--- src/dtmoc_regs.svh ---
/*
  Constants of the dual timer output and mode control block: reset values
  and glitch filter widths with their derived cycle counts.
  Assumes a 125 MHz system clock.
*/
`ifndef DTMOC_REGS_SVH
`define DTMOC_REGS_SVH

// System clock period in ns
`define DTMOC_CLK_PERIOD_NS 8

// Glitch widths rejected for each submode code in pulse-measure mode
`define DTMOC_GLITCH0_NS    8
`define DTMOC_GLITCH1_NS    1000
`define DTMOC_GLITCH2_NS    2000
`define DTMOC_GLITCH3_NS    4000

// Least times round up to whole clock cycles
`define DTMOC_NS2CYC(t) \
  (((t) + `DTMOC_CLK_PERIOD_NS - 1) / `DTMOC_CLK_PERIOD_NS)
`define DTMOC_GLITCH0_CYC   `DTMOC_NS2CYC(`DTMOC_GLITCH0_NS)
`define DTMOC_GLITCH1_CYC   `DTMOC_NS2CYC(`DTMOC_GLITCH1_NS)
`define DTMOC_GLITCH2_CYC   `DTMOC_NS2CYC(`DTMOC_GLITCH2_NS)
`define DTMOC_GLITCH3_CYC   `DTMOC_NS2CYC(`DTMOC_GLITCH3_NS)

// Width of the filter stability counter
`define DTMOC_FILT_CNT_W    10

// Reset values of enables, flags and outputs
`define DTMOC_RST_ENABLE    1'b0
`define DTMOC_RST_FLAG      1'b0
`define DTMOC_RST_OUT       1'b0

`endif

--- src/dtmoc_pkg.sv ---
/*
  Types of the dual timer output and mode control block.
  Assumes the constants header is compiled alongside.
*/
package dtmoc_pkg;

  // Combine function in waveform mode
  typedef enum logic [1:0] {
    DTMOC_FN_AND  = 2'h0,
    DTMOC_FN_OR   = 2'h1,
    DTMOC_FN_NOR  = 2'h2,
    DTMOC_FN_NAND = 2'h3
  } dtmoc_combine_t;

  // Edge choice in pulse-measure mode (same field)
  typedef enum logic [1:0] {
    DTMOC_EDGE_FALL = 2'h0,
    DTMOC_EDGE_RISE = 2'h1,
    DTMOC_EDGE_BOTH = 2'h2,
    DTMOC_EDGE_ANY  = 2'h3
  } dtmoc_edge_t;

  // Submode in waveform mode
  typedef enum logic [1:0] {
    DTMOC_SUB_NORMAL = 2'h0,
    DTMOC_SUB_ALT    = 2'h1,
    DTMOC_SUB_FORCE0 = 2'h2,
    DTMOC_SUB_FORCE1 = 2'h3
  } dtmoc_submode_t;

endpackage

--- src/dtmoc_filt_if.sv ---
/*
  Carrier between the control block and its glitch filter.
  Assumes both ends run on the same clock.
*/
`timescale 1ns/100ps
interface dtmoc_filt_if;
  logic       rawIn;     // Selected edge input
  logic [1:0] widthSel;  // Glitch width code
  logic       filtOut;   // Filtered level

  modport ctrl (output rawIn, output widthSel, input filtOut);
  modport filt (input rawIn, input widthSel, output filtOut);
endinterface

--- src/dtmoc_glitch_filter.sv ---
/*
  Glitch filter: passes a level change only once the input has held the
  new level for the selected number of cycles.
  Assumes the input is synchronous to clk.
*/
`timescale 1ns/100ps
`include "dtmoc_regs.svh"
module dtmoc_glitch_filter (
  input wire logic clk,             // System clock
  input wire logic reset,           // Synchronous reset, active high
  dtmoc_filt_if.filt fi             // Raw input, width code, filtered out
);
  import dtmoc_pkg::*;

  logic [`DTMOC_FILT_CNT_W-1:0] holdCnt_reg;
  logic [`DTMOC_FILT_CNT_W-1:0] thresh;
  logic                         filt_reg;

  // Width code to hold count
  always_comb begin
    unique case (fi.widthSel)
      2'h0: thresh = `DTMOC_FILT_CNT_W'(`DTMOC_GLITCH0_CYC);
      2'h1: thresh = `DTMOC_FILT_CNT_W'(`DTMOC_GLITCH1_CYC);
      2'h2: thresh = `DTMOC_FILT_CNT_W'(`DTMOC_GLITCH2_CYC);
      2'h3: thresh = `DTMOC_FILT_CNT_W'(`DTMOC_GLITCH3_CYC);
    endcase
  end

  // Count cycles of disagreement, accept after the threshold
  always_ff @(posedge clk) begin
    if (reset) begin
      holdCnt_reg <= '0;
      filt_reg    <= `DTMOC_RST_OUT;
    end else if (fi.rawIn == filt_reg) begin
      holdCnt_reg <= '0;
    end else if (holdCnt_reg + 1'b1 >= thresh) begin // RULE6
      holdCnt_reg <= '0;
      filt_reg    <= fi.rawIn;
    end else begin
      holdCnt_reg <= holdCnt_reg + 1'b1;
    end
  end

  assign fi.filtOut = filt_reg;

  a_filter_holds: assert property (@(posedge clk) disable iff (reset) // RULE6
    (fi.rawIn != filt_reg) && (holdCnt_reg + 1'b1 < thresh)
    |=> $stable(filt_reg))
    else $error("Filtered level changed before the glitch width");

endmodule // dtmoc_glitch_filter

--- src/dtmoc_ctrl.sv ---
/*
  Mode and output control for a linked 8-bit and 16-bit timer pair.
  Waveform mode: output combining, alternating or normal running, forced
  16-bit output. Pulse-measure mode: edge select, glitch filter, pin route.
  Assumes counter engines supply terminal-count pulses and consume the
  enables and the edge pulse; control fields are held by software.
  // Operation
  // [RULE1] Waveform mode merges outputs by AND/OR/NOR/NAND
  // [RULE2] Pulse mode: same field picks edge polarity
  // [RULE3] Waveform submode picks alternating or normal
  // [RULE4] Selecting normal ends alternating operation
  // [RULE5] Codes 10/11 force 16-bit output 0/1
  // [RULE6] Pulse mode: submode sets glitch width
  // [RULE7] Pulse mode: edge input pin selectable
  // [RULE8] Codes 00 normal, 01 alternating; reset normal
  // [RULE9] Alternating swaps enables; timeouts set on terminal
  // [RULE10] Rising edge sets flag; write-one clears
  // [RULE11] 8-bit output starts at programmed initial level
*/
`timescale 1ns/100ps
`include "dtmoc_regs.svh"
module dtmoc_ctrl (
  input  wire logic                  clk,          // System clock
  input  wire logic                  reset,        // Sync reset, high
  input  wire logic                  modeDemod,    // 1 pulse-measure mode
  input  wire dtmoc_pkg::dtmoc_combine_t logicSel, // Combine fn / edge
  input  wire dtmoc_pkg::dtmoc_submode_t submode,  // Submode / glitch
  input  wire logic                  initLevel8,   // 8-bit start level
  input  wire logic                  initLevel16,  // 16-bit start level
  input  wire logic                  pinSel,       // 1 use edge_input_pin
  input  wire logic                  edgeInputPin, // Port pin input
  input  wire logic                  altEdgeIn,    // Other edge source
  input  wire logic                  en8WrStb,     // Write 8-bit enable
  input  wire logic                  en8WrVal,     // Value written
  input  wire logic                  en16WrStb,    // Write 16-bit enable
  input  wire logic                  en16WrVal,    // Value written
  input  wire logic                  tc8,          // 8-bit terminal count
  input  wire logic                  tc16,         // 16-bit terminal count
  input  wire logic                  to8ClrStb,    // Clear 8-bit timeout
  input  wire logic                  to16ClrStb,   // Clear 16-bit timeout
  input  wire logic                  riseClrStb,   // Clear rising flag
  input  wire logic                  fallClrStb,   // Clear falling flag
  output logic                       en8,          // 8-bit timer enable
  output logic                       en16,         // 16-bit timer enable
  output logic                       timeout8,     // 8-bit timeout flag
  output logic                       timeout16,    // 16-bit timeout flag
  output logic                       riseSeen,     // Rising edge flag
  output logic                       fallSeen,     // Falling edge flag
  output logic                       edgePulse,    // Selected edge pulse
  output logic                       out8,         // 8-bit timer output
  output logic                       out16,        // 16-bit timer output
  output logic                       combOut       // Combined output
);
  import dtmoc_pkg::*;

  logic en8_reg, en8_next, en16_reg, en16_next;
  logic out8_reg, out16_reg, comb_reg;
  logic to8_reg, to16_reg, rise_reg, fall_reg, edge_reg;
  logic altOn, tc8Hit, tc16Hit, filtPrev_reg, riseDet, fallDet, edgeSel;
  dtmoc_edge_t edgeMode;

  dtmoc_filt_if fif ();

  // Alternating run only in waveform mode with its submode code
  assign altOn   = !modeDemod && (submode == DTMOC_SUB_ALT); // RULE3 RULE4
  assign tc8Hit  = tc8 && en8_reg;
  assign tc16Hit = tc16 && en16_reg;

  // Enable next values: hardware swap first, then software write, which wins
  always_comb begin
    en8_next  = en8_reg;
    en16_next = en16_reg;
    if (altOn && tc8Hit) begin // RULE9
      en8_next  = 1'b0;
      en16_next = 1'b1;
    end else if (altOn && tc16Hit) begin // RULE9
      en16_next = 1'b0;
      en8_next  = 1'b1;
    end
    if (en8WrStb) begin
      en8_next = en8WrVal;
    end
    if (en16WrStb) begin
      en16_next = en16WrVal;
    end
  end

  // Enable registers
  always_ff @(posedge clk) begin
    if (reset) begin
      en8_reg  <= `DTMOC_RST_ENABLE; // RULE8
      en16_reg <= `DTMOC_RST_ENABLE; // RULE8
    end else begin
      en8_reg  <= en8_next;
      en16_reg <= en16_next;
    end
  end

  // Timeout flags: terminal count sets, write-one clears, set wins
  always_ff @(posedge clk) begin
    if (reset) begin
      to8_reg  <= `DTMOC_RST_FLAG;
      to16_reg <= `DTMOC_RST_FLAG;
    end else begin
      to8_reg  <= tc8Hit  || (to8_reg  && !to8ClrStb);  // RULE9
      to16_reg <= tc16Hit || (to16_reg && !to16ClrStb); // RULE9
    end
  end

  // 8-bit output: idle at opposite level, start level, toggle on count
  always_ff @(posedge clk) begin
    if (reset) begin
      out8_reg <= `DTMOC_RST_OUT;
    end else if (!en8_next) begin
      out8_reg <= !initLevel8;
    end else if (!en8_reg) begin
      out8_reg <= initLevel8; // RULE11
    end else if (tc8Hit) begin
      out8_reg <= !out8_reg;
    end
  end

  // 16-bit output: forced codes override the counting behaviour
  always_ff @(posedge clk) begin
    if (reset) begin
      out16_reg <= `DTMOC_RST_OUT;
    end else if (!modeDemod && submode == DTMOC_SUB_FORCE0) begin
      out16_reg <= 1'b0; // RULE5
    end else if (!modeDemod && submode == DTMOC_SUB_FORCE1) begin
      out16_reg <= 1'b1; // RULE5
    end else if (!en16_next) begin
      out16_reg <= !initLevel16;
    end else if (!en16_reg) begin
      out16_reg <= initLevel16;
    end else if (tc16Hit) begin
      out16_reg <= !out16_reg;
    end
  end

  // Combine the two timer outputs by the selected function
  always_ff @(posedge clk) begin
    if (reset) begin
      comb_reg <= `DTMOC_RST_OUT;
    end else begin
      unique case (logicSel) // RULE1
        DTMOC_FN_AND:  comb_reg <= out8_reg & out16_reg;
        DTMOC_FN_OR:   comb_reg <= out8_reg | out16_reg;
        DTMOC_FN_NOR:  comb_reg <= !(out8_reg | out16_reg);
        DTMOC_FN_NAND: comb_reg <= !(out8_reg & out16_reg);
      endcase
    end
  end

  // Edge source routing and glitch width to the filter
  assign fif.rawIn    = pinSel ? edgeInputPin : altEdgeIn; // RULE7
  assign fif.widthSel = submode;                           // RULE6

  dtmoc_glitch_filter u_filter (
    .clk   (clk),
    .reset (reset),
    .fi    (fif.filt)
  );

  // Edge detection on the filtered level
  always_ff @(posedge clk) begin
    if (reset) begin
      filtPrev_reg <= `DTMOC_RST_OUT;
    end else begin
      filtPrev_reg <= fif.filtOut;
    end
  end

  assign riseDet  = modeDemod && fif.filtOut && !filtPrev_reg;
  assign fallDet  = modeDemod && !fif.filtOut && filtPrev_reg;
  assign edgeMode = dtmoc_edge_t'(logicSel);

  // Edge polarity chosen by the shared combine field
  always_comb begin
    unique case (edgeMode) // RULE2
      DTMOC_EDGE_FALL: edgeSel = fallDet;
      DTMOC_EDGE_RISE: edgeSel = riseDet;
      DTMOC_EDGE_BOTH: edgeSel = riseDet || fallDet;
      DTMOC_EDGE_ANY:  edgeSel = riseDet || fallDet;
    endcase
  end

  // Edge pulse and sticky edge flags, set wins over clear
  always_ff @(posedge clk) begin
    if (reset) begin
      edge_reg <= 1'b0;
      rise_reg <= `DTMOC_RST_FLAG;
      fall_reg <= `DTMOC_RST_FLAG;
    end else begin
      edge_reg <= edgeSel;
      rise_reg <= riseDet || (rise_reg && !riseClrStb); // RULE10
      fall_reg <= fallDet || (fall_reg && !fallClrStb);
    end
  end

  assign en8       = en8_reg;
  assign en16      = en16_reg;
  assign timeout8  = to8_reg;
  assign timeout16 = to16_reg;
  assign riseSeen  = rise_reg;
  assign fallSeen  = fall_reg;
  assign edgePulse = edge_reg;
  assign out8      = out8_reg;
  assign out16     = out16_reg;
  assign combOut   = comb_reg;

  a_combine_nand: assert property (@(posedge clk) disable iff (reset) // RULE1
    logicSel == DTMOC_FN_NAND |=>
    comb_reg == !($past(out8_reg) && $past(out16_reg)))
    else $error("Combined output is not the NAND of the timer outputs");

  a_edge_rise: assert property (@(posedge clk) disable iff (reset) // RULE2
    edgeMode == DTMOC_EDGE_RISE |=> edge_reg == $past(riseDet))
    else $error("Edge pulse does not follow the rising edge choice");

  a_alt_swap: assert property (@(posedge clk) disable iff (reset) // RULE3
    altOn && tc8Hit && !en8WrStb && !en16WrStb
    |=> !en8_reg && en16_reg)
    else $error("Alternating run did not hand over to the 16-bit timer");

  a_normal_hold: assert property (@(posedge clk) disable iff (reset) // RULE4
    submode == DTMOC_SUB_NORMAL && !en8_reg && !en8WrStb
    |=> !en8_reg)
    else $error("Normal submode re-enabled the 8-bit timer");

  a_force_low: assert property (@(posedge clk) disable iff (reset) // RULE5
    !modeDemod && submode == DTMOC_SUB_FORCE0 |=> !out16_reg)
    else $error("16-bit output not forced low");

  a_force_high: assert property (@(posedge clk) disable iff (reset) // RULE5
    !modeDemod && submode == DTMOC_SUB_FORCE1 |=> out16_reg)
    else $error("16-bit output not forced high");

  a_reset_normal: assert property (@(posedge clk) // RULE8
    $past(reset) |-> !en8_reg && !en16_reg)
    else $error("Enables not cleared by reset");

  a_timeout_set: assert property (@(posedge clk) disable iff (reset) // RULE9
    tc16Hit |=> to16_reg)
    else $error("16-bit timeout flag not set at terminal count");

  a_rise_sticky: assert property (@(posedge clk) disable iff (reset) // RULE10
    rise_reg && !riseClrStb |=> rise_reg)
    else $error("Rising edge flag lost without a clear");

  a_start_level: assert property (@(posedge clk) disable iff (reset) // RULE11
    $rose(en8_reg) |-> out8_reg == $past(initLevel8))
    else $error("8-bit output did not start at the initial level");

endmodule // dtmoc_ctrl

--- config.mk ---
export PLATFORM = sky130hd
export DESIGN_NAME = dtmoc_ctrl
export DESIGN_NICKNAME = d
export VERILOG_FILES = /design/src/dtmoc_pkg.sv /design/src/dtmoc_filt_if.sv /design/src/dtmoc_glitch_filter.sv /design/src/dtmoc_ctrl.sv
export VERILOG_INCLUDE_DIRS = /design/src
export SDC_FILE = /design/constraint.sdc
export NUM_CORES = 1
export LEC_CHECK = 0
export ABC_AREA = 1
export BUFFER_PORTS_ARGS = -buffer_cell sky130_fd_sc_hd__buf_2
export CORE_MARGIN = 3
export CORE_UTILIZATION = 43
export DETAILED_ROUTE_END_ITERATION = 7
export HOLD_SLACK_MARGIN = 0.15
export PLACE_DENSITY = 0.66
export SLEW_MARGIN = 5
export SYNTH_ARGS = -nofsm -noshare
export SYNTH_HDL_FRONTEND = slang
export SYNTH_HIERARCHICAL = 1
export SYNTH_SLANG_ARGS = --single-unit
--- constraint.sdc ---
create_clock -name clk -period 2.3 [get_ports clk]
set_input_delay 0.23 -clock clk [delete_from_list [all_inputs] [get_ports clk]]
set_output_delay 0.23 -clock clk [all_outputs]
set_load 0.03 [all_outputs]
---- After elaboration in Yosys (flattened, before gate mapping) ----
Cells that the tools add are included.
cells by class
  add/subtract/negate cells ............... 1
  multiply operators ...................... 0
  divide/modulo/power cells ............... 0
  magnitude comparators ................... 1
  eq/ne operators ......................... 9
  shifts and indexed selects .............. 0
  muxes and demuxes ....................... 17
  bitwise gates (word level) .............. 3
  reductions and logical operators ........ 39
operators by type and width
  operator                                                number
  case mux 10 bit (4 select lines)                        1
  logical AND 1 bit                                       15
  2-to-1 mux 1 bit                                        14
  logical NOT 1 bit                                       13
  adder 10 x 1 -> 10 bit (second input constant)          1
  greater-or-equal comparator 10 bit                      1
  == test 2 bit (second input constant)                   4
  logical OR 1 bit                                        5
  == test 2 x 1 -> 1 bit (second input constant)          2
  logical NOT 2 bit                                       2
  inequality test 4 x 2 -> 1 bit (second input constant)  1
  case mux 1 bit (4 select lines)                         1
  OR reduction 2 bit                                      2
  inequality test 3 x 2 -> 1 bit (second input constant)  1
  case mux 1 bit (3 select lines)                         1
  OR reduction 3 bit                                      1
  AND reduction 2 bit                                     1
  bitwise AND 1 bit                                       1
  == test 1 bit                                           1
  inverter 1 bit                                          1
  OR 1 bit                                                1
word-level totals
  bits in registers ....................... 22
  bits in latches ......................... 0
  bits in writable memories ............... 0
  ROM bits ................................ 0
  input port bits ......................... 22
  output and inout port bits .............. 10
  memories kept ........................... 0

---- Depth between registers and ports, before layout ----
Gate-level depths: netlist of the first run.
  depth after elaboration ................. 8
  mapped depth ............................ 16

---- By module ----
Netlist of the first run, hierarchy kept.
by module, submodules not included
  module               instances  cells an instance  area an instance (sq um)  sequential area each (sq um)
  dtmoc_glitch_filter  1          109                790.8                     220.2
  dtmoc_ctrl           1          83                 569.3                     220.2

---- Worst setup path before layout of the first run ----
OpenSTA, ideal clock, no wires.
  kind .................................... flip-flop to flip-flop
  start ................................... register u_filter.holdCnt_reg[2]
  end ..................................... register u_filter.holdCnt_reg[0]
  setup time .............................. 66 ps
  arrival ................................. 1869 ps
  setup slack ............................. 365 ps
  stages on the path, launching flop included .. 16
  period minus slack after synthesis ...... 1935 ps
  cell sequence ........................... dfxtp_1 -> nand2_1 -> nor2_2 -> nand2_1 -> xor2_1 -> inv_1 -> ha_1 -> nand2_1 -> inv_1 -> a21oi_1 -> nand2_1 -> nand2_1 -> nand2_1 -> nand2_1 -> nand4_4 -> nor2_1
between the ends
  word-level cells in the longest chain between the ends .. 3
ends and longest elaborated chain
  what                                 RTL line                   source
  start: declaration                   dtmoc_glitch_filter.sv:15  logic [`DTMOC_FILT_CNT_W-1:0] holdCnt_reg;
  start signal: assignment             dtmoc_glitch_filter.sv:40  holdCnt_reg <= holdCnt_reg + 1'b1;
  adder 10 x 1 -> 10 bit               dtmoc_glitch_filter.sv:36  end else if (holdCnt_reg + 1'b1 >= thresh) begin
  greater-or-equal comparator 10 bit   dtmoc_glitch_filter.sv:36
  OR reduction 3 bit (no source line)  n/a
Every way passes these cells.
A chain may end at the register's enable or synchronous reset.

---- Worst setup path after layout of the first run ----
  start ................................... register u_filter.holdCnt_reg[0]
  end ..................................... register u_filter.holdCnt_reg[1]
between the ends
  word-level cells in the longest chain between the ends .. 3
ends and longest elaborated chain
  what                                 RTL line
  adder 10 x 1 -> 10 bit (*)           dtmoc_glitch_filter.sv:36, dtmoc_glitch_filter.sv:40
  greater-or-equal comparator 10 bit   dtmoc_glitch_filter.sv:36
  OR reduction 3 bit (no source line)  n/a
Every way passes the cells marked *; elsewhere a longest branch is shown, timed or not.

==> results of run 1 <==
path summary, 6_finish.rpt:
path | from | to | slack, ps | cells past startpoint
worst max-delay path | u_filter/holdCnt_reg[0] | u_filter/holdCnt_reg[1] | 190 | 12
worst min-delay path | to16ClrStb | timeout16 | 150 | 4
worst min register to register | u_filter/holdCnt_reg[0] | u_filter/holdCnt_reg[0] | 440 | 1
worst max register to register | u_filter/holdCnt_reg[0] | u_filter/holdCnt_reg[1] | 190 | 12
critical path, stage by stage, from the launching register on:
cell,delay (ps)
dfxtp_2,370
ha_1,210
nand4_1,130
nor2_1,180
nand3_1,130
xor2_1,210
inv_1,70
ha_1,190
inv_1,50
nand2_1,70
nor2_4,150
nand4_4,160
nor2_2,130
power by group:
group / internal [W] / switching [W]
clock: 0.0000966 / 0.000121
combinational: 0.0000619 / 0.0000938
sequential: 0.000394 / 0.0000115
logic make-up after synthesis:
logic type / Yosys count / share of synthesized area [%]
XOR/XNOR: 7 / 4.51
flip-flops: 22 / 32.4
AND/OR/NAND/NOR: 93 / 31.5
adder cells (fa/ha/maj): 14 / 12.9
multiplexers: 1 / 0.828
other: 1 / 0.276
buffers and inverters: 36 / 9.94
AO/OA/AOI/OAI: 18 / 7.73
timing repair:
item                                    in CTS  in global routing
setup buffers                                0                  5
hold buffers                                 1                  0
resized for setup                            0                 14
endpoints found under the hold margin        1                  0
endpoints found under the setup margin       0                 10
layout make-up:
cell class / instances / share of cell area (%)
Clock buffer: 4 / 2.12
Multi-Input combinational cell: 135 / 48.4
Sequential cell: 22 / 26.4
Inverter: 35 / 7.68
Timing Repair Buffer: 38 / 12.3
Tap cell: 42 / 3.07
layout by cell type (no fill, tap or decap), types with 2 or more instances in the layout:
cell type and count:
buf_2 31, dfxtp_2 3, ha_1 14, nor2_2 5, nand3_1 10, xor2_1 4, a21oi_1 8, o21bai_1 2
xor2_2 2, a21oi_2 2, dfxtp_4 2, buf_4 6, nand4_1 2, nand2_2 3, inv_1 35, nor2_1 26
dfxtp_1 17, clkbuf_4 3, nand2_1 40, o21ai_0 4
layer usage:
layer	vias to the layer above	share of wire, %
met3	4	4.5
met5	-	0
met2	28	44
li1	680	-
met4	0	1.0
met1	542	50
per-stage QoR:
| stage | total power (W) | setup WS (ps) | utilization [%] | area, sq um |
|---|---|---|---|---|
| 2_1_floorplan | 0.000515 | 365 | - | 1360 |
| 3_3_place_gp | 0.000566 | 109 | 54.6 | 1570 |
| 3_5_place_dp | 0.000567 | 102 | 54.6 | 1570 |
| 4_1_cts | 0.000784 | 73.1 | 56.2 | 1620 |
| 5_1_grt | 0.000831 | 4.57 | 59.5 | 1710 |
| 6_report | 0.000779 | 193 | 59.5 | 1710 |
==> impl_metrics.csv, run 1 <==
group,metric,value,unit
flow_run,maxCapViolCount,0,
synth,yosysSeqAreaShare,32.4,%
sta,fmax,475,MHz
floorplan,start_util,47.3,%
clock_tree,cts_buffers,3,
clock_tree,clk_pin_slew,120,ps
grt,gr-total-overflow,0,
synth,syn_avg_cell_area,7.08,sq um
finish,nFillCells,286,
place,place_congestion,0.742,
power_and_ir_drop,leakage,0.953,nW
status,outcome,"finished, final reports clean",
grt,grt_usage,14.7,%
grt,use_met2,23.3,%
power_and_ir_drop,p_per_area,456,nW/um^2
hold_path,hold_class,"input pin to flop",
clock_tree,cts_tree,"built",
finish,multi_input_comb_area,828,sq um
critical_path,cp.arrival,2360,ps
critical_path,path_max_fanout,5,
critical_path,critPathLaunchType,"flop",
critical_path,critPathKind,"flop to flop",
clock_tree,clockBufferDepth,2,
finish,register_area,452,sq um
synth,ys_top_cells_by_count,"nand2_1, inv_1, nor2_1, dfxtp_1, ha_1",
grt,grt-busiest-layer,"met2",
grt,grtUsageMet3,2.34,%
floorplan,fp.dieW,62.2,microns
detailed_routing,drcViolationCount,0,
synth,synth_enable_flop_cells,0,
finish,final_nets,271,
floorplan,core,2880,sq um
sta,fin_crit_sh,91.6,%
floorplan,num_rows,19,
sta,setup_viol,0,
detailed_routing,ant_nets,0,
detailed_routing,routed_wl,2830,microns
detailed_routing,num_vias,1254,
place,portBuffers,31,
place,placed_cells,265,
grt,antenna_found_initial,0,
floorplan,num_io_pins,32,
detailed_routing,drt_iter0_markers,48,
sta,rsz0062_at_grt,"false",
detailed_routing,wl_per_cell,10.3,microns
critical_path,end_kind,"flop",
synth,yosysWarningCount,6,
synth,yosys.area.top_type,"dfxtp_1",
synth,synthCells,192,
grt,grt_pass1_vias,1128,
finish,diodes,0,
floorplan,die_h,62.2,microns
floorplan,dieArea,3870,sq um
sta,slew_violations,0,
synth,synth_cell_types,26,
synth,async_flop_share,0,%
power_and_ir_drop,irDropWorstVdd,0.000217,V
finish,final-instance-count-excl-fill,276,
synth,synth_top_area_share,32.4,%
synth,ys.flop_type,"dfxtp_1",
grt,grt_util_met1,19.8,%
synth,synth_most_common_cell,"nand2_1",
place,dp_hpwl,2100,microns
sta,holdWs,154,ps
critical_path,required,2550,ps
sta,finalHoldViolations,0,
grt,grt_max_degree,13,
synth,yosys_register_bits,22,
clock_tree,insertion_delay,310,ps
sta,tns,0,ps
finish,area_growth_syn_to_layout,25.8,%
clock_tree,cts.htree.levels,1,
finish,largest_reg_flops,10,
synth,syn_area,1360,sq um
detailed_routing,dr.pass1.iters,5,
grt,grt_first_pass_wirelength,4710,microns
synth,synth_area_leaders,"dfxtp_1, ha_1, nand2_1",
sta,finalCriticalPeriod,2110,ps
detailed_routing,via_per_inst,4.54,
clock_tree,cts-root-buf,"clkbuf_4",
synth,synth_fp_nets,228,
sta,finClkSkew,4.12,ps
finish,layout-drive-gt1-share,28.2,%
clock_tree,cts.sinks,22,
Power figures use the tool's default switching activity.
==> inputs of run 2 (changes only) <==
- CORE_UTILIZATION: 43 -> 35
- PLACE_DENSITY: 0.66 -> default
==> impl_metrics.csv, run 2 (synthesis gave the netlist of run 1 again) <==
group,metric,value,unit
status,outcome,"finished, final reports clean",
finish,area_growth_syn_to_layout,23.6,%
finish,layout-drive-gt1-share,24.0,%
sta,relSlewSlack,66.7,%
power_and_ir_drop,irDropWorstVdd,0.000245,V
place,dp_hpwl,2050,microns
finish,nFillCells,399,
place,place_ws,139,ps
finish,final_util,45.2,%
floorplan,start_util,36.6,%
critical_path,cp.arrival,2280,ps
clock_tree,cts.htree.levels,1,
floorplan,dieArea,4670,sq um
detailed_routing,wl_per_cell,9.46,microns
clock_tree,cts-root-buf,"clkbuf_8",
detailed_routing,via_per_inst,4.41,
detailed_routing,ant_nets,0,
grt,antenna_found_initial,0,
sta,slew_violations,0,
clock_tree,clk_pin_slew,80,ps
clock_tree,ctsHoldBuffers,0,
hold_path,hold_class,"input pin to flop",
sta,finalHoldViolations,0,
sta,tightest_slew,497,ps
finish,layout_commonest_cell,"nand2_1",
clock_tree,cts_buffers,3,
critical_path,end_kind,"flop",
critical_path,critPathLaunchType,"flop",
detailed_routing,drt_iter0_markers,29,
sta,fin_crit_sh,91.0,%
detailed_routing,routed_wl,2620,microns
finish,final_nets,266,
floorplan,die_h,68.3,microns
power_and_ir_drop,leakage,0.928,nW
critical_path,required,2490,ps
clock_tree,insertion_delay,260,ps
floorplan,fp.dieW,68.3,microns
detailed_routing,num_vias,1222,
clock_tree,cts_tree,"built",
floorplan,core,3720,sq um
finish,diodes,0,
detailed_routing,drcViolationCount,0,
critical_path,critPathKind,"flop to flop",
place,portBuffers,31,
flow_run,maxCapViolCount,0,
critical_path,path_max_fanout,5,
sta,finalCriticalPeriod,2090,ps
power_and_ir_drop,p_per_area,498,nW/um^2
grt,gr-total-overflow,0,
sta,finClkSkew,1.15,ps
sta,setup_viol,0,
grt,grt_max_degree,13,
finish,largest_reg_flops,10,
place,place_congestion,0.779,
grt,grt_usage,11.0,%
floorplan,num_rows,22,
clock_tree,clockBufferDepth,2,
grt,grt_first_pass_wirelength,4010,microns
grt,grt_pass1_vias,960,
finish,final_cell_mix,"nand2_1, inv_1, buf_2, nor2_1, dfxtp_1",
sta,worst_slack,207,ps
clock_tree,cts.sinks,22,
floorplan,num_io_pins,32,
sta,fmax,478,MHz
detailed_routing,dr.pass1.iters,4,
-- run 2: cell count changes in the layout (fill, tap and decap cells not counted), moves of 2 or more --
cell,delta
clkbuf_8,+3
dfxtp_1,+3
xor2_2,-2
xor2_1,+2
dfxtp_4,-2
clkbuf_4,-3
buf_4,-4
-- run 2: timing repair --
action,4_1_cts,5_1_grt
buffers inserted,0,1
resized for setup,0,7
setup endpoints to repair,0,10
-- run 2: power by group --
part	leakage, nW	switching (W)	internal (W)
Combinational	0.719	0.0000962	0.0000615
Clock	0.0288	0.000120	0.000152
Sequential	0.181	0.0000111	0.000396
-- run 2: critical path: stages (launching register included) --
cell and delay [ps]:
dfxtp_1 360, nand2_1 70, nor2_2 110, nand2_1 80, xor2_1 180, inv_1 60
ha_1 310, nand2_1 90, inv_1 40, a21oi_1 130, nand2_1 70, nand2_1 50
nand2_1 80, nand2_4 110, nand4_4 120, nor2_1 150
-- run 2: worst paths after layout --
check / from / end / slack, ps / cells past startpoint
min: to16ClrStb / timeout16 / 210 / 4
max: u_filter/holdCnt_reg[4] / u_filter/holdCnt_reg[5] / 210 / 15
max reg2reg: u_filter/holdCnt_reg[4] / u_filter/holdCnt_reg[5] / 210 / 15
min reg2reg: fallSeen / fallSeen / 460 / 2
-- run 2: layout make-up --
cell class	instances	area, sq um	area share (%)
clock buffer	4	55.1	3.28
timing repair buffer	33	170	10.1
tap	48	60.1	3.57
sequential	22	443	26.4
inverter	35	131	7.82
multi-input combinational	135	821	48.8
-- run 2: metrics by stage --
stage                     power (W)  TNS (ps)  std cells  hold slack [ps]  instance area [sq um]
final                      0.000837         0        277              212                   1680
after global routing       0.000887     -11.1        277              233                   1680
after CTS                  0.000845         0        275              202                   1630
after detailed placement   0.000567         0        271              458                   1580
after global placement     0.000566         0        271              453                   1580
after floorplan            0.000515         0        192              373                   1360
-- run 2: routing by layer --
layer  vias up  part of all wire [%]  global-route usage, %
li1        671                     -                      -
met1       527                    50                   15.2
met2        20                    45                   17.7
met3         4                   3.4                   1.15
met4         0                   1.4                   3.72
met5         -                     0                      0
==> inputs of run 3 (changes only) <==
- CAP_MARGIN: default -> 25
- clock period: 2.3 -> 2.1 ns (I/O delays scaled with it)
==> impl_metrics.csv, run 3 (synthesis gave the netlist of run 1 again) <==
group,metric,value,unit
detailed_routing,routed_wl,2870,microns
sta,rsz0062_at_grt,"true",
sta,fin_crit_sh,96.6,%
clock_tree,clockBufferDepth,2,
critical_path,critPathKind,"flop to flop",
finish,nFillCells,365,
floorplan,core,3720,sq um
sta,finalHoldViolations,0,
power_and_ir_drop,leakage,0.955,nW
clock_tree,cts_tree,"built",
finish,final_cell_mix,"nand2_1, inv_1, buf_2, nor2_1, dfxtp_1",
place,place_congestion,0.774,
power_and_ir_drop,p_switching,0.000262,W
hold_path,hold_class,"input pin to flop",
detailed_routing,ant_nets,0,
floorplan,fp.dieW,68.3,microns
critical_path,critPathLaunchType,"flop",
grt,antenna_found_initial,0,
critical_path,path_max_fanout,5,
power_and_ir_drop,irDropWorstVdd,0.000249,V
floorplan,start_util,36.6,%
place,placed_cell_area,1590,sq um
place,portBuffers,31,
clock_tree,cts-root-buf,"clkbuf_8",
clock_tree,cts_buffers,3,
detailed_routing,num_vias,1249,
floorplan,die_h,68.3,microns
status,outcome,"finished, final reports clean",
floorplan,dieArea,4670,sq um
finish,diodes,0,
clock_tree,clk_pin_slew,80,ps
sta,fmax,493,MHz
power_and_ir_drop,intPower,0.000672,W
critical_path,cp.arrival,2230,ps
detailed_routing,drt_iter0_markers,33,
detailed_routing,via_per_inst,4.41,
floorplan,num_io_pins,32,
power_and_ir_drop,pwr-share-clk,32.8,%
detailed_routing,wl_per_cell,10.1,microns
finish,area_growth_syn_to_layout,35.9,%
grt,grt_pass1_vias,1004,
critical_path,end_kind,"flop",
critical_path,required,2300,ps
sta,worst_slack,71.3,ps
grt,gr-total-overflow,0,
clock_tree,cts.htree.levels,1,
power_and_ir_drop,switching_share,28.1,%
place,place_ws,-64.1,ps
grt,grt_first_pass_wirelength,4290,microns
floorplan,num_rows,22,
place,placed_cells,273,
finish,layout-drive-gt1-share,36.2,%
finish,final_nets,272,
sta,finalCriticalPeriod,2030,ps
detailed_routing,dr.pass1.iters,4,
finish,final-instance-count-excl-fill,283,
grt,grt_max_degree,13,
clock_tree,insertion_delay,260,ps
power_and_ir_drop,pwr-share-seq,47.7,%
finish,final_area,1850,sq um
detailed_routing,drcViolationCount,0,
finish,largest_reg_flops,10,
sta,setup_viol,0,
sta,slew_violations,0,
sta,finClkSkew,2.66,ps
finish,layout_commonest_cell,"nand2_1",
grt,grt_usage,12.2,%
power_and_ir_drop,pwr-share-comb,19.5,%
place,dp_hpwl,2050,microns
flow_run,maxCapViolCount,0,
clock_tree,cts.sinks,22,
power_and_ir_drop,p_per_area,505,nW/um^2
==> run 3: cell count changes in the layout (fill, tap and decap cells not counted), sizes merged <==
cell / previous run / this run
buf: 33 / 39
==> run 3: path summary, 6_finish.rpt <==
| kind | start | end | slack (ps) | cells after the start |
|---|---|---|---|---|
| max | u_filter/holdCnt_reg[1] | u_filter/holdCnt_reg[3] | 70 | 13 |
| min | to8ClrStb | timeout8 | 190 | 4 |
| max reg2reg | u_filter/holdCnt_reg[1] | u_filter/holdCnt_reg[3] | 70 | 13 |
| min reg2reg | fallSeen | fallSeen | 470 | 2 |
==> run 3: layout make-up <==
class | count | area, sq um | area share [%]
Timing Repair Buffer | 39 | 215 | 11.6
Multi-Input combinational cell | 135 | 935 | 50.6
Inverter | 35 | 131 | 7.11
Tap cell | 48 | 60.1 | 3.25
Clock buffer | 4 | 55.1 | 2.98
Sequential cell | 22 | 452 | 24.4
==> run 3: per-stage QoR <==
step	hold WS [ps]	TNS, ps	total power (W)	util, %
floorplan	353	0	0.000564	-
global placement	451	-285	0.000621	42.9
detailed placement	456	-478	0.000623	42.9
CTS	181	0	0.000939	45.8
global route	219	-1010	0.000989	49.7
finish	189	0	0.000934	49.7
==> run 3: power by group through the flow <==
| stage | sequential, W | clock (W) | combinational [W] |
|---|---|---|---|
| 2_1_floorplan | 0.000477 | 0 | 0.0000866 |
| 3_3_place_gp | 0.000456 | 0 | 0.000165 |
| 3_5_place_dp | 0.000456 | 0 | 0.000167 |
| 4_1_cts | 0.000446 | 0.000317 | 0.000176 |
| 5_1_grt | 0.000448 | 0.000334 | 0.000207 |
| 6_report | 0.000446 | 0.000306 | 0.000182 |
==> run 3: timing repair <==
item	4_1_cts	5_1_grt
setup buffers	2	3
hold buffers	0	0
endpoints found under the setup margin	10	10
gates cloned	1	0
pin swaps	2	29
gates resized for setup	8	26
endpoints found under the hold margin	0	0
==> run 3: metal layers <==
| metal | global-route usage (%) | vias to the layer above | routed length (microns) |
|---|---|---|---|
| met5 | 0 | - | 0 |
| met4 | 5.96 | 0 | 33 |
| li1 | - | 681 | - |
| met1 | 17.3 | 546 | 1400 |
| met3 | 1.64 | 2 | 98 |
| met2 | 17.9 | 20 | 1330 |
==> run 3: worst max-delay path, cell delays in order, from the launching register on <==
cell     delay, ps
dfxtp_4        380
ha_4           150
nand4_1        140
nor2_2         230
xnor2_2        160
inv_1          100
ha_4           210
nand2_1         60
inv_1           40
nand2_1         60
nand2_2         70
nand2_4        100
nand4_4        150
nor2_1         130
